## config.mk

```make
export PLATFORM = sky130hd
export DESIGN_NAME = fan_smooth_top
export DESIGN_NICKNAME = d
export VERILOG_FILES = /design/src/fan_smooth_pkg.sv /design/src/ramp_if.sv /design/src/duty_ramp.sv /design/src/fan_smooth_top.sv
export SDC_FILE = /design/constraint.sdc
export NUM_CORES = 1
export LEC_CHECK = 0
export BUFFER_PORTS_ARGS = -buffer_cell sky130_fd_sc_hd__buf_2
export CAP_MARGIN = 20
export CORE_ASPECT_RATIO = 1.25
export CORE_UTILIZATION = 45
export DETAILED_ROUTE_END_ITERATION = 7
export PLACE_DENSITY = 0.77
export SLEW_MARGIN = 25
export SYNTH_ARGS = -nofsm -noshare
export SYNTH_HDL_FRONTEND = slang
export SYNTH_SLANG_ARGS = --single-unit
```

## constraint.sdc

```tcl
create_clock -name core_clk -period 4.7 [get_ports core_clk]
set_input_delay 0.705 -clock core_clk [delete_from_list [all_inputs] [get_ports core_clk]]
set_output_delay 0.705 -clock core_clk [all_outputs]
set_load 0.02 [all_outputs]
```

## src/fan_smooth_pkg.sv

```systemverilog
// Constants shared by the fan drive smoothing block
package fan_smooth_pkg;

    // Register indices; byte address is four times the index
    localparam logic [7:0] acou_one_idx   = 8'h62;
    localparam logic [7:0] acou_two_idx   = 8'h63;
    localparam logic [7:0] ramp_cfg_idx   = 8'h70;
    localparam logic [7:0] ramp_stat_idx  = 8'h71;

    // Reset values
    localparam logic [7:0] acou_reset     = 8'h00;
    localparam logic [7:0] cfg_reset      = 8'h00;

    // Field positions, first acoustics register
    localparam int rate_w              = 3;
    localparam int one_rate_pos        = 0;
    localparam int one_en_pos          = 3;
    localparam int tach_two_sync_pos   = 4;
    localparam int floor_one_pos       = 5;
    localparam int floor_two_pos       = 6;
    localparam int floor_three_pos     = 7;

    // Field positions, second acoustics register
    localparam int local_rate_pos      = 0;
    localparam int local_en_pos        = 3;
    localparam int two_rate_pos        = 4;
    localparam int two_en_pos          = 7;

    // Field positions, configuration register
    localparam int timing_pos          = 0;
    localparam int lock_pos            = 1;

    // Full-scale ramp time per unit step, and clock
    localparam longint full_ramp_fast_ms = 37500;
    localparam longint full_ramp_slow_ms = 52200;
    localparam longint duty_full_steps   = 255;
    localparam longint clk_period_ns     = 20;
    localparam longint ns_per_ms         = 1000000;

    // One time slot: full ramp time shared over all duty steps
    localparam longint slot_fast_cyc =
        (full_ramp_fast_ms * ns_per_ms) / (clk_period_ns * duty_full_steps);
    localparam longint slot_slow_cyc =
        (full_ramp_slow_ms * ns_per_ms) / (clk_period_ns * duty_full_steps);

    // Duty increase per time slot for a rate code
    function automatic logic [7:0] step_of(input logic [2:0] code);
        logic [7:0] s;
        unique case (code)
            3'h0:    s = 8'h01;
            3'h1:    s = 8'h02;
            3'h2:    s = 8'h03;
            3'h3:    s = 8'h04;
            3'h4:    s = 8'h08;
            3'h5:    s = 8'h0c;
            3'h6:    s = 8'h18;
            default: s = 8'h30;
        endcase
        return s;
    endfunction : step_of

endpackage : fan_smooth_pkg

```

## src/ramp_if.sv

```systemverilog
// Link between the top block and one channel ramp
`timescale 1ns/1ps
interface ramp_if;
    logic [7:0] target;
    logic [7:0] step;
    logic       enable;
    logic       tick;
    logic [7:0] duty;
    logic       busy;

    modport src  (output target, output step, output enable, output tick, input duty, input busy);
    modport ramp (input target, input step, input enable, input tick, output duty, output busy);
endinterface : ramp_if

```

## src/duty_ramp.sv

```systemverilog
// Rate-limited duty follower for one temperature channel
`timescale 1ns/1ps
module duty_ramp (
    input wire logic core_clk, // System clock
    input wire logic rst,      // Synchronous reset, high
    input wire logic ce,       // Clock enable
    ramp_if.ramp     ri        // Target, step and result
);
    typedef struct packed {
        logic [7:0] duty;
    } ramp_state_t;

    ramp_state_t st_ff;
    ramp_state_t nxt_st;
    logic [7:0]  gap;

    // Move toward target by one step per slot, never past it
    always_comb
    begin
        nxt_st = st_ff;
        gap    = (st_ff.duty < ri.target) ? (ri.target - st_ff.duty) : (st_ff.duty - ri.target);
        if (!ri.enable)
        begin
            nxt_st.duty = ri.target;
        end
        else if (ri.tick && (gap != 8'h00))
        begin
            if (gap <= ri.step)
                nxt_st.duty = ri.target;
            else if (st_ff.duty < ri.target)
                nxt_st.duty = st_ff.duty + ri.step;
            else
                nxt_st.duty = st_ff.duty - ri.step;
        end
    end

    // State register
    always_ff @(posedge core_clk)
    begin
        if (rst)
            st_ff <= '0;
        else if (ce)
            st_ff <= nxt_st;
    end

    assign ri.duty = st_ff.duty;
    assign ri.busy = (st_ff.duty != ri.target);
endmodule : duty_ramp

```

## src/fan_smooth_top.sv

```systemverilog
// Acoustic smoothing and floor control for three fan drive outputs
//
// Decided for this implementation: the Wishbone interface to the registers.
`timescale 1ns/1ps
// Behaviour
// - Remote one field limits its duty slew
// - Codes give steps 1,2,3,4,8,12,24,48
// - Fast timing: full ramp 37.5s at code 0
// - Slow timing: full ramp 52.2s at code 0
// - Bit 3 enables remote one smoothing
// - Sync bit set: speed inputs 2-4 synced
// - Sync bit clear: only inputs 3,4 synced
// - Drive one below floor: off or min
// - Drive two below floor: off or min
// - Drive three below floor: off or min
// - Lock bit makes acoustics registers read-only
// - Local field limits local channel slew
// - Both acoustics registers reset to zero
// - Second register bit 3 enables local smoothing
// - Bits 6:4 limit remote two slew
// - Bit 7 enables remote two smoothing
module fan_smooth_top #(
    parameter int ADDR_W        = 9,
    parameter int SLOT_FAST_CYC = int'(fan_smooth_pkg::slot_fast_cyc),
    parameter int SLOT_SLOW_CYC = int'(fan_smooth_pkg::slot_slow_cyc)
) (
    input  wire logic              core_clk,        // System clock, 50 MHz
    input  wire logic              rst,             // Synchronous reset, high
    input  wire logic              ce,              // Clock enable, freezes state when low
    input  wire logic [ADDR_W-1:0] adr_i,           // Wishbone byte address
    input  wire logic [31:0]       dat_i,           // Wishbone write data
    input  wire logic [3:0]        sel_i,           // Wishbone byte selects
    input  wire logic              we_i,            // Wishbone write enable
    input  wire logic              cyc_i,           // Wishbone cycle
    input  wire logic              stb_i,           // Wishbone strobe
    output logic [31:0]            dat_o,           // Wishbone read data
    output logic                   ack_o,           // Wishbone acknowledge
    input  wire logic [2:0][7:0]   chan_target,     // Computed duty: 0 remote one, 1 local, 2 remote two
    input  wire logic [2:0]        pwm_auto,        // Output in automatic mode
    input  wire logic [2:0][1:0]   pwm_src_sel,     // Controlling channel per output
    input  wire logic [2:0]        pwm_below_floor, // Temperature below start minus hysteresis
    input  wire logic [2:0][7:0]   pwm_min_duty,    // Minimum duty per output
    output logic [2:0][7:0]        pwm_duty,        // Duty applied to each output
    output logic [2:0]             tach_sync        // Sync to drive three: {four, three, two}
);
    localparam int CNT_W = 24;

    // Refuse address widths outside 9 to 32 and slot counts the counter cannot hold
    if (ADDR_W < 9 || ADDR_W > 32)
    begin : g_bad_addr
        $error("ADDR_W must be 9 to 32");
    end
    if (SLOT_FAST_CYC < 1 || SLOT_SLOW_CYC < 1 || SLOT_FAST_CYC >= (1 << CNT_W) || SLOT_SLOW_CYC >= (1 << CNT_W))
    begin : g_bad_slot
        $error("slot counts must be 1 to 2**24-1");
    end

    typedef struct packed {
        logic             ack;
        logic [31:0]      rdata;
        logic [7:0]       acou_one;
        logic [7:0]       acou_two;
        logic             slow_timing;
        logic             lock;
        logic [CNT_W-1:0] slot_cnt;
        logic             tick;
        logic [2:0][7:0]  duty;
        logic [2:0]       tach;
    } top_state_t;

    top_state_t         st_ff;
    top_state_t         nxt_st;
    logic [2:0][7:0]    chan_duty;
    logic [2:0]         chan_busy;
    logic [2:0][2:0]    chan_rate;
    logic [2:0]         chan_en;
    logic [2:0]         floor_sel;
    logic [ADDR_W-3:0]  word_idx;
    logic               req;
    logic               wr_now;
    logic [CNT_W-1:0]   slot_fast;
    logic [CNT_W-1:0]   slot_slow;

    assign slot_fast = CNT_W'(SLOT_FAST_CYC - 1);
    assign slot_slow = CNT_W'(SLOT_SLOW_CYC - 1);
    assign word_idx  = adr_i[ADDR_W-1:2];
    assign req       = cyc_i && stb_i;
    assign wr_now    = req && we_i && st_ff.ack && sel_i[0];

    // Per-channel rate and enable fields
    assign chan_rate[0] = st_ff.acou_one[fan_smooth_pkg::one_rate_pos +: fan_smooth_pkg::rate_w];
    assign chan_rate[1] = st_ff.acou_two[fan_smooth_pkg::local_rate_pos +: fan_smooth_pkg::rate_w];
    assign chan_rate[2] = st_ff.acou_two[fan_smooth_pkg::two_rate_pos +: fan_smooth_pkg::rate_w];
    assign chan_en[0]   = st_ff.acou_one[fan_smooth_pkg::one_en_pos];
    assign chan_en[1]   = st_ff.acou_two[fan_smooth_pkg::local_en_pos];
    assign chan_en[2]   = st_ff.acou_two[fan_smooth_pkg::two_en_pos];

    // Floor choice per output
    assign floor_sel[0] = st_ff.acou_one[fan_smooth_pkg::floor_one_pos];
    assign floor_sel[1] = st_ff.acou_one[fan_smooth_pkg::floor_two_pos];
    assign floor_sel[2] = st_ff.acou_one[fan_smooth_pkg::floor_three_pos];

    // One ramp per temperature channel
    ramp_if chan_if [3] ();

    for (genvar g = 0; g < 3; g++)
    begin : g_chan
        assign chan_if[g].target = chan_target[g];
        assign chan_if[g].step   = fan_smooth_pkg::step_of(chan_rate[g]);
        assign chan_if[g].enable = chan_en[g];
        assign chan_if[g].tick   = st_ff.tick;
        assign chan_duty[g]      = chan_if[g].duty;
        assign chan_busy[g]      = chan_if[g].busy;

        duty_ramp u_ramp (
            .core_clk (core_clk),
            .rst      (rst),
            .ce       (ce),
            .ri       (chan_if[g])
        );
    end

    // Next state: bus slave, slot timer, output selection
    always_comb
    begin
        nxt_st     = st_ff;
        nxt_st.ack = req && !st_ff.ack;

        // Read data latched as the request is taken
        if (req && !st_ff.ack)
        begin
            unique case (word_idx)
                (ADDR_W-2)'(fan_smooth_pkg::acou_one_idx):  nxt_st.rdata = {24'h000000, st_ff.acou_one};
                (ADDR_W-2)'(fan_smooth_pkg::acou_two_idx):  nxt_st.rdata = {24'h000000, st_ff.acou_two};
                (ADDR_W-2)'(fan_smooth_pkg::ramp_cfg_idx):  nxt_st.rdata = {30'h00000000, st_ff.lock, st_ff.slow_timing};
                (ADDR_W-2)'(fan_smooth_pkg::ramp_stat_idx): nxt_st.rdata = {29'h00000000, chan_busy};
                default:                                    nxt_st.rdata = 32'h00000000;
            endcase
        end

        // Writes land on the acknowledge edge, blocked once locked
        if (wr_now && !st_ff.lock)
        begin
            unique case (word_idx)
                (ADDR_W-2)'(fan_smooth_pkg::acou_one_idx): nxt_st.acou_one = dat_i[7:0];
                (ADDR_W-2)'(fan_smooth_pkg::acou_two_idx): nxt_st.acou_two = dat_i[7:0];
                (ADDR_W-2)'(fan_smooth_pkg::ramp_cfg_idx):
                begin
                    nxt_st.slow_timing = dat_i[fan_smooth_pkg::timing_pos];
                    nxt_st.lock        = dat_i[fan_smooth_pkg::lock_pos];
                end
                default: ;
            endcase
        end

        // Time slot: length set by the timing bit
        nxt_st.tick = 1'b0;
        if (st_ff.slot_cnt == '0)
        begin
            nxt_st.tick     = 1'b1;
            nxt_st.slot_cnt = st_ff.slow_timing ? slot_slow : slot_fast;
        end
        else
        begin
            nxt_st.slot_cnt = st_ff.slot_cnt - 1'b1;
        end

        // Output duty: floor in automatic mode when below floor, else controlling channel
        for (int i = 0; i < 3; i++)
        begin
            if (pwm_auto[i] && pwm_below_floor[i])
                nxt_st.duty[i] = floor_sel[i] ? pwm_min_duty[i] : 8'h00;
            else if (pwm_src_sel[i] == 2'h0)
                nxt_st.duty[i] = chan_duty[0];
            else if (pwm_src_sel[i] == 2'h1)
                nxt_st.duty[i] = chan_duty[1];
            else
                nxt_st.duty[i] = chan_duty[2];
        end

        // Speed inputs three and four always follow drive three
        nxt_st.tach = {2'b11, st_ff.acou_one[fan_smooth_pkg::tach_two_sync_pos]};
    end

    // State register, reset to documented defaults
    always_ff @(posedge core_clk)
    begin
        if (rst)
        begin
            st_ff             <= '0;
            st_ff.acou_one    <= fan_smooth_pkg::acou_reset;
            st_ff.acou_two    <= fan_smooth_pkg::acou_reset;
            st_ff.slow_timing <= fan_smooth_pkg::cfg_reset[fan_smooth_pkg::timing_pos];
            st_ff.lock        <= fan_smooth_pkg::cfg_reset[fan_smooth_pkg::lock_pos];
        end
        else if (ce)
        begin
            st_ff <= nxt_st;
        end
    end

    assign ack_o     = st_ff.ack;
    assign dat_o     = st_ff.rdata;
    assign pwm_duty  = st_ff.duty;
    assign tach_sync = st_ff.tach;
endmodule : fan_smooth_top

```

==> results of run 1 <==
==> through the flow <==
step | instances | hold WS, ns
5_1_grt | 1598 | 0.507
6_report | 1601 | 0.482
2_1_floorplan | 1281 | 0.444
3_3_place_gp | 1582 | 0.461
4_1_cts | 1598 | 0.484
3_5_place_dp | 1582 | 0.472
==> layer usage <==
layer | GRT usage [%] | vias to the layer above
met1 | 30.5 | 4296
met2 | 41.2 | 325
li1 | - | 4542
met3 | 3.35 | 76
met4 | 14.4 | 0
met5 | 0 | -
==> critical path: stages <==
cell      delay [ns]
buf_2           0.12
ha_1            0.17
inv_1           0.06
fa_1            0.41
a211oi_1        0.32
o211ai_1        0.19
buf_4           0.19
nand4_1         0.11
nand4_1         0.15
a21oi_1         0.20
xor2_1          0.23
inv_1           0.09
ha_1            0.20
o311ai_0        0.51
o21ai_1         0.14
buf_4           0.19
o21ai_0         0.18
a21oi_1         0.09
mux2_2          0.27
==> synth_stat cells, drive strengths merged, types with 16 or more instances <==
cell type / n / area (sq um)
inv: 80 / 305
nor2: 122 / 458
nor3: 25 / 125
o21ai: 87 / 435
ha: 87 / 1090
a211oi: 54 / 448
clkbuf: 50 / 200
mux2: 16 / 184
a22oi: 32 / 240
buf: 72 / 534
nand3: 24 / 120
xnor2: 25 / 219
a21o: 24 / 183
dfxtp: 102 / 2040
a21oi: 74 / 382
nand2: 107 / 409
mux2i: 65 / 651
==> sequential cells by signal (all words and copies together) (netlist names), 2 cells and up <==
| signal | flops |
|---|---|
| tach_sync | 2 |
| st_ff | 26 |
| pwm_duty | 24 |
| g_chan.u_ramp.ri.duty | 24 |
| dat_o | 8 |
| chan_en | 3 |
| chan_rate | 9 |
| floor_sel | 3 |
==> cells by family after synthesis <==
family	count (synthesis)	synth area share, %
other	1	0.0384
XOR/XNOR	39	3.50
multiplexers	81	8.54
flip-flops	102	20.9
adder cells (fa/ha/maj)	96	13.0
AO/OA/AOI/OAI	360	25.0
buffers and inverters	203	10.7
AND/OR/NAND/NOR	376	18.3
==> how the worst max path moves through the flow <==
stage | startpoint | end | slack (ns) | depth (start not counted)
6_report | chan_target[8] | g_chan[1].u_ramp.ri.duty[5] | 0.46 | 19
5_1_grt | chan_target[8] | g_chan[1].u_ramp.ri.duty[5] | 0.16 | 19
4_1_cts | chan_target[8] | g_chan[1].u_ramp.ri.duty[6] | 0.54 | 20
3_5_place_dp | chan_target[8] | g_chan[1].u_ramp.ri.duty[5] | 0.17 | 19
3_3_place_gp | chan_target[8] | g_chan[1].u_ramp.ri.duty[6] | 0.19 | 18
2_1_floorplan | chan_target[0] | g_chan[0].u_ramp.ri.duty[0] | 0.23 | 17
==> power by group <==
group          switching, uW  leakage (uW)  internal (uW)  total [uW]
Clock                    371      0.000163            500         871
Sequential               121      0.000835            974        1100
Combinational            856       0.00394            588        1440
==> area by class of cell <==
cell class              count  area, sq um  area share (%)
multi-input cells         976         6770            63.7
flip-flops and latches    102         2040            19.2
repair buffers            150          836            7.85
well taps                 274          343            3.22
inverters                  80          305            2.87
clock buffers              12          256            2.41
clock inverters             4         77.6           0.729
diodes                      3         7.51          0.0705
==> metrics.csv, run 1 <==
metric,value,unit
metal1 wirelength,11700,um
worst hold path depth,2,
number of setup violations in the final report,0,
DR vias,9239,
maxcap violations,0,
nets,1526,
Worst Hold Launch,pwm_duty[5],
Setup TNS,0,ns
gpl congestion,0.982,
"leading cell type in the layout, fill and taps excluded",nor2_1,
CP endpoint kind,flip-flop,
r2r setup slk,0.52,ns
Yosys cell types,86,
register area share after synthesis,20.9,%
"Core Util, Final",50.6,%
Least-Margin Pin Slew,0.818,ns
"commonest cells after routing, fill and taps aside","nor2_1 (122), buf_2 (116), nand2_1 (106), dfxtp_1 (102), ha_1 (87)",
setup ws final,0.458,ns
Post-synth top flop,dfxtp_1,
depth of the most critical reg-to-reg path,19,
DR iter-0 viols,661,
Final Hold Vio Count,0,
post_cts resized,0,
"Period Utilization, post-route",90.3,%
Area Overhead vs Synth,8.89,%
YS warnings,0,
CP Class,input port to flip-flop,
met2 wire len,12800,um
Rows,59,
largest net degree at the start of global routing,80,
placed inst area,10300,sq um
fill cell count,2041,
RR Endpoint,g_chan[1].u_ramp.ri.duty[5],
CTS Sinks,102,
required time of the worst setup path,4.96,ns
Post-CTS Setup Bufs,0,
hold_buf cts,0,
Initial Util,46.5,%
Crit Path Max Fanout,9,
CTS tree,built,
Die Ht,167,um
pre-CTS setup slack,0.168,ns
initial antenna violation count,1,
Yosys reg bits,102,
wire length of the first global-routing pass,44000,um
clock-pin slew on the worst setup and hold paths,0.08,ns
met3 wire len,1600,um
overall power,3410,uW
post-route cell area,10600,sq um
PwrDens,320,nW/um^2
worst reg2reg path startpoint,g_chan[1].u_ramp.ri.duty[0],
latest clock arrival within the worst-skew pair,0.36,ns
I/O pins,171,
cells after synthesis,1258,
worst vdd ir,184,uV
Post-Syn Area,9770,sq um
status,completed,
min-delay worst type,flip-flop to flip-flop,
Worst Hold Path EP,pwm_duty[5],
global route total overflow,0,
Longest Clk Path Bufs,2,
Critical Path Source Type,input port,
wire length per cell,17.3,um
Fmax,236,MHz
syn avg cell area,7.77,sq um
"Async S/R FF share, synth",0,%
Root Driver,clkbuf_16,
final antenna-violating net count,0,
share of layout cells above drive strength 1,16.5,%
die width,134,um
Num CTS Buffers,9,
Worst Clk Skew,0.00858,ns
number of global-route vias before repair,8729,
vias per cell,5.77,
Port Buffer Count,117,
Final min period,4.24,ns
RSZ-0062 raised after global routing,no,
DR top layer,met4,
DIE AREA,22300,sq um
Pre-antenna DRT Iters,6,
CP arrival,4.50,ns
Slew headroom,45.5,%
hpwl dp,21900,um
"EDFF count, synth",0,
total track usage,24.8,%
static leakage,0.00494,uW
Max Slew Vio Count,0,
H-tree levels,3,
DRC Markers,0,
Core Region,21000,sq um
Total Wirelength,27600,um
No activity file was read; power rests on OpenSTA's default activity.
==> inputs of run 2 (changes only) <==
- CELL_PAD_IN_SITES_DETAIL_PLACEMENT: default -> 0
- CELL_PAD_IN_SITES_GLOBAL_PLACEMENT: default -> 1
- CORE_UTILIZATION: 45 -> 38
- PLACE_DENSITY: 0.77 -> 0.86
==> metrics.csv, run 2 (same netlist as run 1, synthesis figures left out) <==
metric,value,unit,change
status,completed,,
Num CTS Buffers,9,,unchanged
PwrDens,309,nW/um^2,-3.6%
Final Hold Vio Count,0,,unchanged
latest clock arrival within the worst-skew pair,0.36,ns,about the same
Pre-antenna DRT Iters,5,,-1
largest net degree at the start of global routing,59,,-26%
Core Region,25300,sq um,+20%
crit path from,chan_target[8],,
number of setup violations in the final report,0,,unchanged
CTS tree,built,,
"Core Util, Final",42.4,%,-8.2 points
H-tree levels,3,,unchanged
Total Wirelength,28700,um,+3.8%
required time of the worst setup path,5.01,ns,+0.05 ns
gpl congestion,0.921,,-6.2%
DR vias,9157,,-0.89%
Worst Clk Skew,0.0145,ns,+0.00593 ns
hpwl dp,23100,um,+5.2%
met3 wire len,1310,um,-18%
Port Buffer Count,117,,unchanged
Longest Clk Path Bufs,2,,unchanged
total track usage,21.7,%,-3.2 points
min-delay worst type,flip-flop to flip-flop,,
"Period Utilization, post-route",89.2,%,-1.1 points
Rows,65,,+10%
DR iter-0 viols,637,,-3.6%
final antenna-violating net count,0,,unchanged
wire length of the first global-routing pass,45400,um,+3.3%
nets,1534,,+0.52%
max reg flops,26,,unchanged
Critical Path Source Type,input port,,
"commonest cells after routing, fill and taps aside","nor2_1 (122), buf_2 (115), nand2_1 (106), dfxtp_1 (102), ha_1 (87)",,
vias per cell,5.49,,-4.9%
metal1 wirelength,12600,um,+7.6%
Top reg by flops,st_ff,,
Non-Filler Instances,1668,,+4.2%
post_cts resized,0,,unchanged
Setup TNS,0,ns,unchanged
Fmax,239,MHz,+1.2%
Post-CTS Setup Bufs,0,,unchanged
CP endpoint kind,flip-flop,,
Root Driver,clkbuf_16,,
fill cell count,2562,,+26%
Initial Util,38.6,%,-7.8 points
die width,145,um,+8.7%
DIE AREA,26400,sq um,+18%
number of global-route vias before repair,8625,,-1.2%
hold_buf cts,0,,unchanged
DRC Markers,0,,unchanged
static leakage,0.00496,uW,+0.34%
CP Class,input port to flip-flop,,
CP arrival,4.50,ns,about the same
met2 wire len,13700,um,+6.8%
Final min period,4.19,ns,-0.0497 ns
Max Slew Vio Count,0,,unchanged
placed insts,1651,,+4.4%
DR top layer,met4,,
Area Overhead vs Synth,9.73,%,
worst reg2reg path startpoint,g_chan[0].u_ramp.ri.duty[0],,
CTS Sinks,102,,unchanged
initial antenna violation count,0,,-1
Slew headroom,51.0,%,+5.6 points
RSZ-0062 raised after global routing,no,,
clock-pin slew on the worst setup and hold paths,0.08,ns,about the same
overall power,3310,uW,-2.8%
I/O pins,171,,unchanged
Die Ht,181,um,+8.7%
global route total overflow,0,,unchanged
maxcap violations,0,,unchanged
placed inst area,10400,sq um,+1.3%
wire length per cell,17.2,um,-0.35%
Crit Path Max Fanout,8,,-1
"leading cell type in the layout, fill and taps excluded",nor2_1,,
Worst Hold Launch,tach_sync[1],,
Least-Margin Pin Slew,0.734,ns,-0.0840 ns
share of layout cells above drive strength 1,17.0,%,+0.50 points
worst vdd ir,186,uV,+1.1%
post-route cell area,10700,sq um,+0.78%
[run 2: path summary, 6_finish.rpt]
check	cells after the start	slack [ns]	endpoint
min reg2reg	2	0.48	tach_sync[1]
max	21	0.51	g_chan[1].u_ramp.ri.duty[6]
min	2	0.48	tach_sync[1]
max reg2reg	17	0.52	g_chan[0].u_ramp.ri.duty[0]
[run 2: worst max-delay path, stage by stage]
cell and delay [ns]:
buf_2 0.10, ha_1 0.16, inv_1 0.05, fa_1 0.38
a211oi_1 0.30, o211ai_1 0.17, buf_4 0.18, nand4_1 0.09
nand4_1 0.13, a21oi_1 0.19, xor2_1 0.27, inv_1 0.09
ha_1 0.30, nand4_1 0.09, o22a_1 0.16, o311ai_0 0.10
buf_4 0.18, o21a_1 0.28, a21oi_1 0.11, a311oi_1 0.25
mux2_2 0.18
[run 2: power by group]
part           internal (uW)  total, uW  switching, uW  leakage (uW)
combinational            594       1460            864       0.00398
sequential               974       1090            117      0.000835
clock                    372        765            393      0.000141
[run 2: per-layer routing]
layer	up-vias	track usage, %
li1	4548	-
met1	4299	27.4
met2	263	37.4
met3	47	1.82
met4	0	9.64
met5	-	0
[run 2: final cells by class]
class | instances | area (sq um) | share of cell area, %
Sequential cell | 102 | 2040 | 19.0
Tap cell | 335 | 419 | 3.91
Clock inverter | 6 | 53.8 | 0.502
Timing Repair Buffer | 158 | 898 | 8.38
Multi-Input combinational cell | 976 | 6770 | 63.2
Antenna cell | 1 | 2.50 | 0.0233
Inverter | 80 | 305 | 2.85
Clock buffer | 10 | 229 | 2.14
[run 2: through the flow]
step	hold WS [ns]	setup slack, ns
3_5_place_dp	0.471	0.170
4_1_cts	0.483	0.516
5_1_grt	0.501	0.206
2_1_floorplan	0.444	0.226
3_3_place_gp	0.455	0.166
6_report	0.479	0.508
==> inputs of run 3 (changes only) <==
- CORE_MARGIN: default -> 5
==> metrics.csv, run 3 (same netlist as run 1, synthesis figures left out) <==
metric,value,unit,change
status,completed,,
Port Buffer Count,117,,unchanged
worst vdd ir,171,uV,-8.1%
wire length per cell,17.4,um,+1.2%
max reg flops,26,,unchanged
required time of the worst setup path,5.01,ns,about the same
Critical Path Source Type,input port,,
Root Driver,clkbuf_16,,
die width,153,um,+5.5%
"Period Utilization, post-route",91.1,%,+1.9 points
DRC Markers,0,,unchanged
PwrDens,312,nW/um^2,+0.88%
Worst Hold Path EP,st_ff[50],,
final antenna-violating net count,0,,unchanged
hpwl dp,23200,um,+0.58%
nets,1526,,-0.52%
DR iter-0 viols,619,,-2.8%
worst-path cell chain,buf_2 -> ha_1 -> inv_1 -> fa_1 -> a211oi_1 -> o211ai_1 -> nand2_1 -> mux2_2 -> a21oi_1 -> xor2_1 -> inv_1 -> ha_1 -> nand4_1 -> o22a_1 -> o311ai_0 -> o21a_1 -> a21oi_1 -> a311oi_1 -> mux2_2,,
DR vias,9114,,-0.47%
share of layout cells above drive strength 1,16.5,%,-0.50 points
Die Ht,189,um,+4.4%
Worst Hold Launch,st_ff[50],,
Pre-antenna DRT Iters,5,,unchanged
Crit Path Max Fanout,8,,unchanged
CTS tree,built,,
CP peak stage delay,0.41,ns,+0.03 ns
Core Region,25300,sq um,unchanged
Least-Margin Pin Slew,0.758,ns,+0.0241 ns
setup ws final,0.420,ns,-0.0883 ns
Setup TNS,0,ns,unchanged
Final Hold Vio Count,0,,unchanged
wire length of the first global-routing pass,45700,um,+0.59%
Worst Clk Skew,0.0140,ns,-0.000493 ns
Total Wirelength,28900,um,+0.67%
CTS Sinks,102,,unchanged
Initial Util,38.6,%,unchanged
Rows,65,,unchanged
Area Overhead vs Synth,9.29,%,
number of setup violations in the final report,0,,unchanged
CP Class,input port to flip-flop,,
gpl congestion,0.965,,+4.8%
final hold slack,0.480,ns,+0.000204 ns
total track usage,19.4,%,-2.3 points
min-delay worst type,flip-flop to flip-flop,,
static leakage,0.00493,uW,-0.68%
worst reg2reg path startpoint,g_chan[1].u_ramp.ri.duty[0],,
latest clock arrival within the worst-skew pair,0.37,ns,about the same
Post-CTS Setup Bufs,0,,unchanged
pre-CTS setup slack,0.155,ns,-0.0153 ns
global route total overflow,0,,unchanged
Non-Filler Instances,1660,,-0.48%
Longest Clk Path Bufs,2,,unchanged
post_cts resized,0,,unchanged
Num CTS Buffers,9,,unchanged
initial antenna violation count,2,,+2
H-tree levels,3,,unchanged
Fmax,234,MHz,-2.1%
Final min period,4.28,ns,+0.0883 ns
CP endpoint kind,flip-flop,,
I/O pins,171,,unchanged
RSZ-0062 raised after global routing,no,,
"leading cell type in the layout, fill and taps excluded",nor2_1,,
placed insts,1643,,-0.48%
clock-pin slew on the worst setup and hold paths,0.07,ns,about the same
maxcap violations,0,,unchanged
depth of the most critical reg-to-reg path,19,,+2
DIE AREA,29000,sq um,+10%
r2r setup slk,0.44,ns,-0.08 ns
CP arrival,4.59,ns,+0.09 ns
number of global-route vias before repair,8562,,-0.73%
Top reg by flops,st_ff,,
"commonest cells after routing, fill and taps aside","nor2_1 (122), buf_2 (115), nand2_1 (106), dfxtp_1 (102), ha_1 (87)",,
largest net degree at the start of global routing,52,,-12%
Crit-path slowest cell,fa_1,,
Max Slew Vio Count,0,,unchanged
RR Endpoint,g_chan[1].u_ramp.ri.duty[6],,
Slew headroom,49.4,%,-1.6 points
hold_buf cts,0,,unchanged
vias per cell,5.49,,about the same
worst hold path depth,2,,unchanged
-- run 3: changes by cell type in the layout (fill, tap and decap cells not counted), sizes merged --
cell | previous run | this run
inv | 83 | 81
buf | 158 | 150
bufinv | 0 | 1
clkinvlp | 0 | 1
-- run 3: critical path, delay by kind of cell --
kind                       cells  cell delay [ns]
xor gates and xnor gates       1             0.28
buffers and inverters          3             0.25
and+or+nand+nor                2             0.22
AOI/OAI and AO/OA              8             1.75
adders and majority gates      3             0.87
muxes                          2             0.52
-- run 3: power by group --
part           internal [uW]  switching [uW]
Sequential               974             117
Clock                    419             381
Combinational            585             855
-- run 3: cell type report --
class | count | area (sq um)
multi-input combinational | 976 | 6770
inverter | 80 | 305
fill | 2637 | 14600
tap | 335 | 419
timing repair buffer | 150 | 838
sequential | 102 | 2040
clock inverter | 6 | 71.3
clock buffer | 10 | 229
antenna | 1 | 2.50
-- run 3: routing by layer --
metal | wire length (um) | global-route usage (%)
met1 | 12900 | 25.0
met2 | 13900 | 33.5
met3 | 1260 | 2.45
met4 | 788 | 6.49
met5 | 19 | 0
-- run 3: metrics by stage --
stage	area, sq um	util (%)	power, uW
floorplan	9860	-	2180
global placement	10400	41.0	2510
detailed placement	10400	41.0	2530
CTS	10700	42.2	3340
global route	10700	42.2	3580
finish	10700	42.2	3330
-- run 3: how the worst max path moves through the flow --
stage	start	endpoint	slack [ns]	depth (start not counted)
floorplan	chan_target[0]	g_chan[0].u_ramp.ri.duty[0]	0.23	17
global placement	chan_target[8]	g_chan[1].u_ramp.ri.duty[6]	0.16	19
detailed placement	chan_target[8]	g_chan[1].u_ramp.ri.duty[1]	0.15	20
CTS	chan_target[8]	g_chan[1].u_ramp.ri.duty[6]	0.52	19
global route	chan_target[8]	g_chan[1].u_ramp.ri.duty[1]	0.22	20
finish	chan_target[8]	g_chan[1].u_ramp.ri.duty[6]	0.42	19
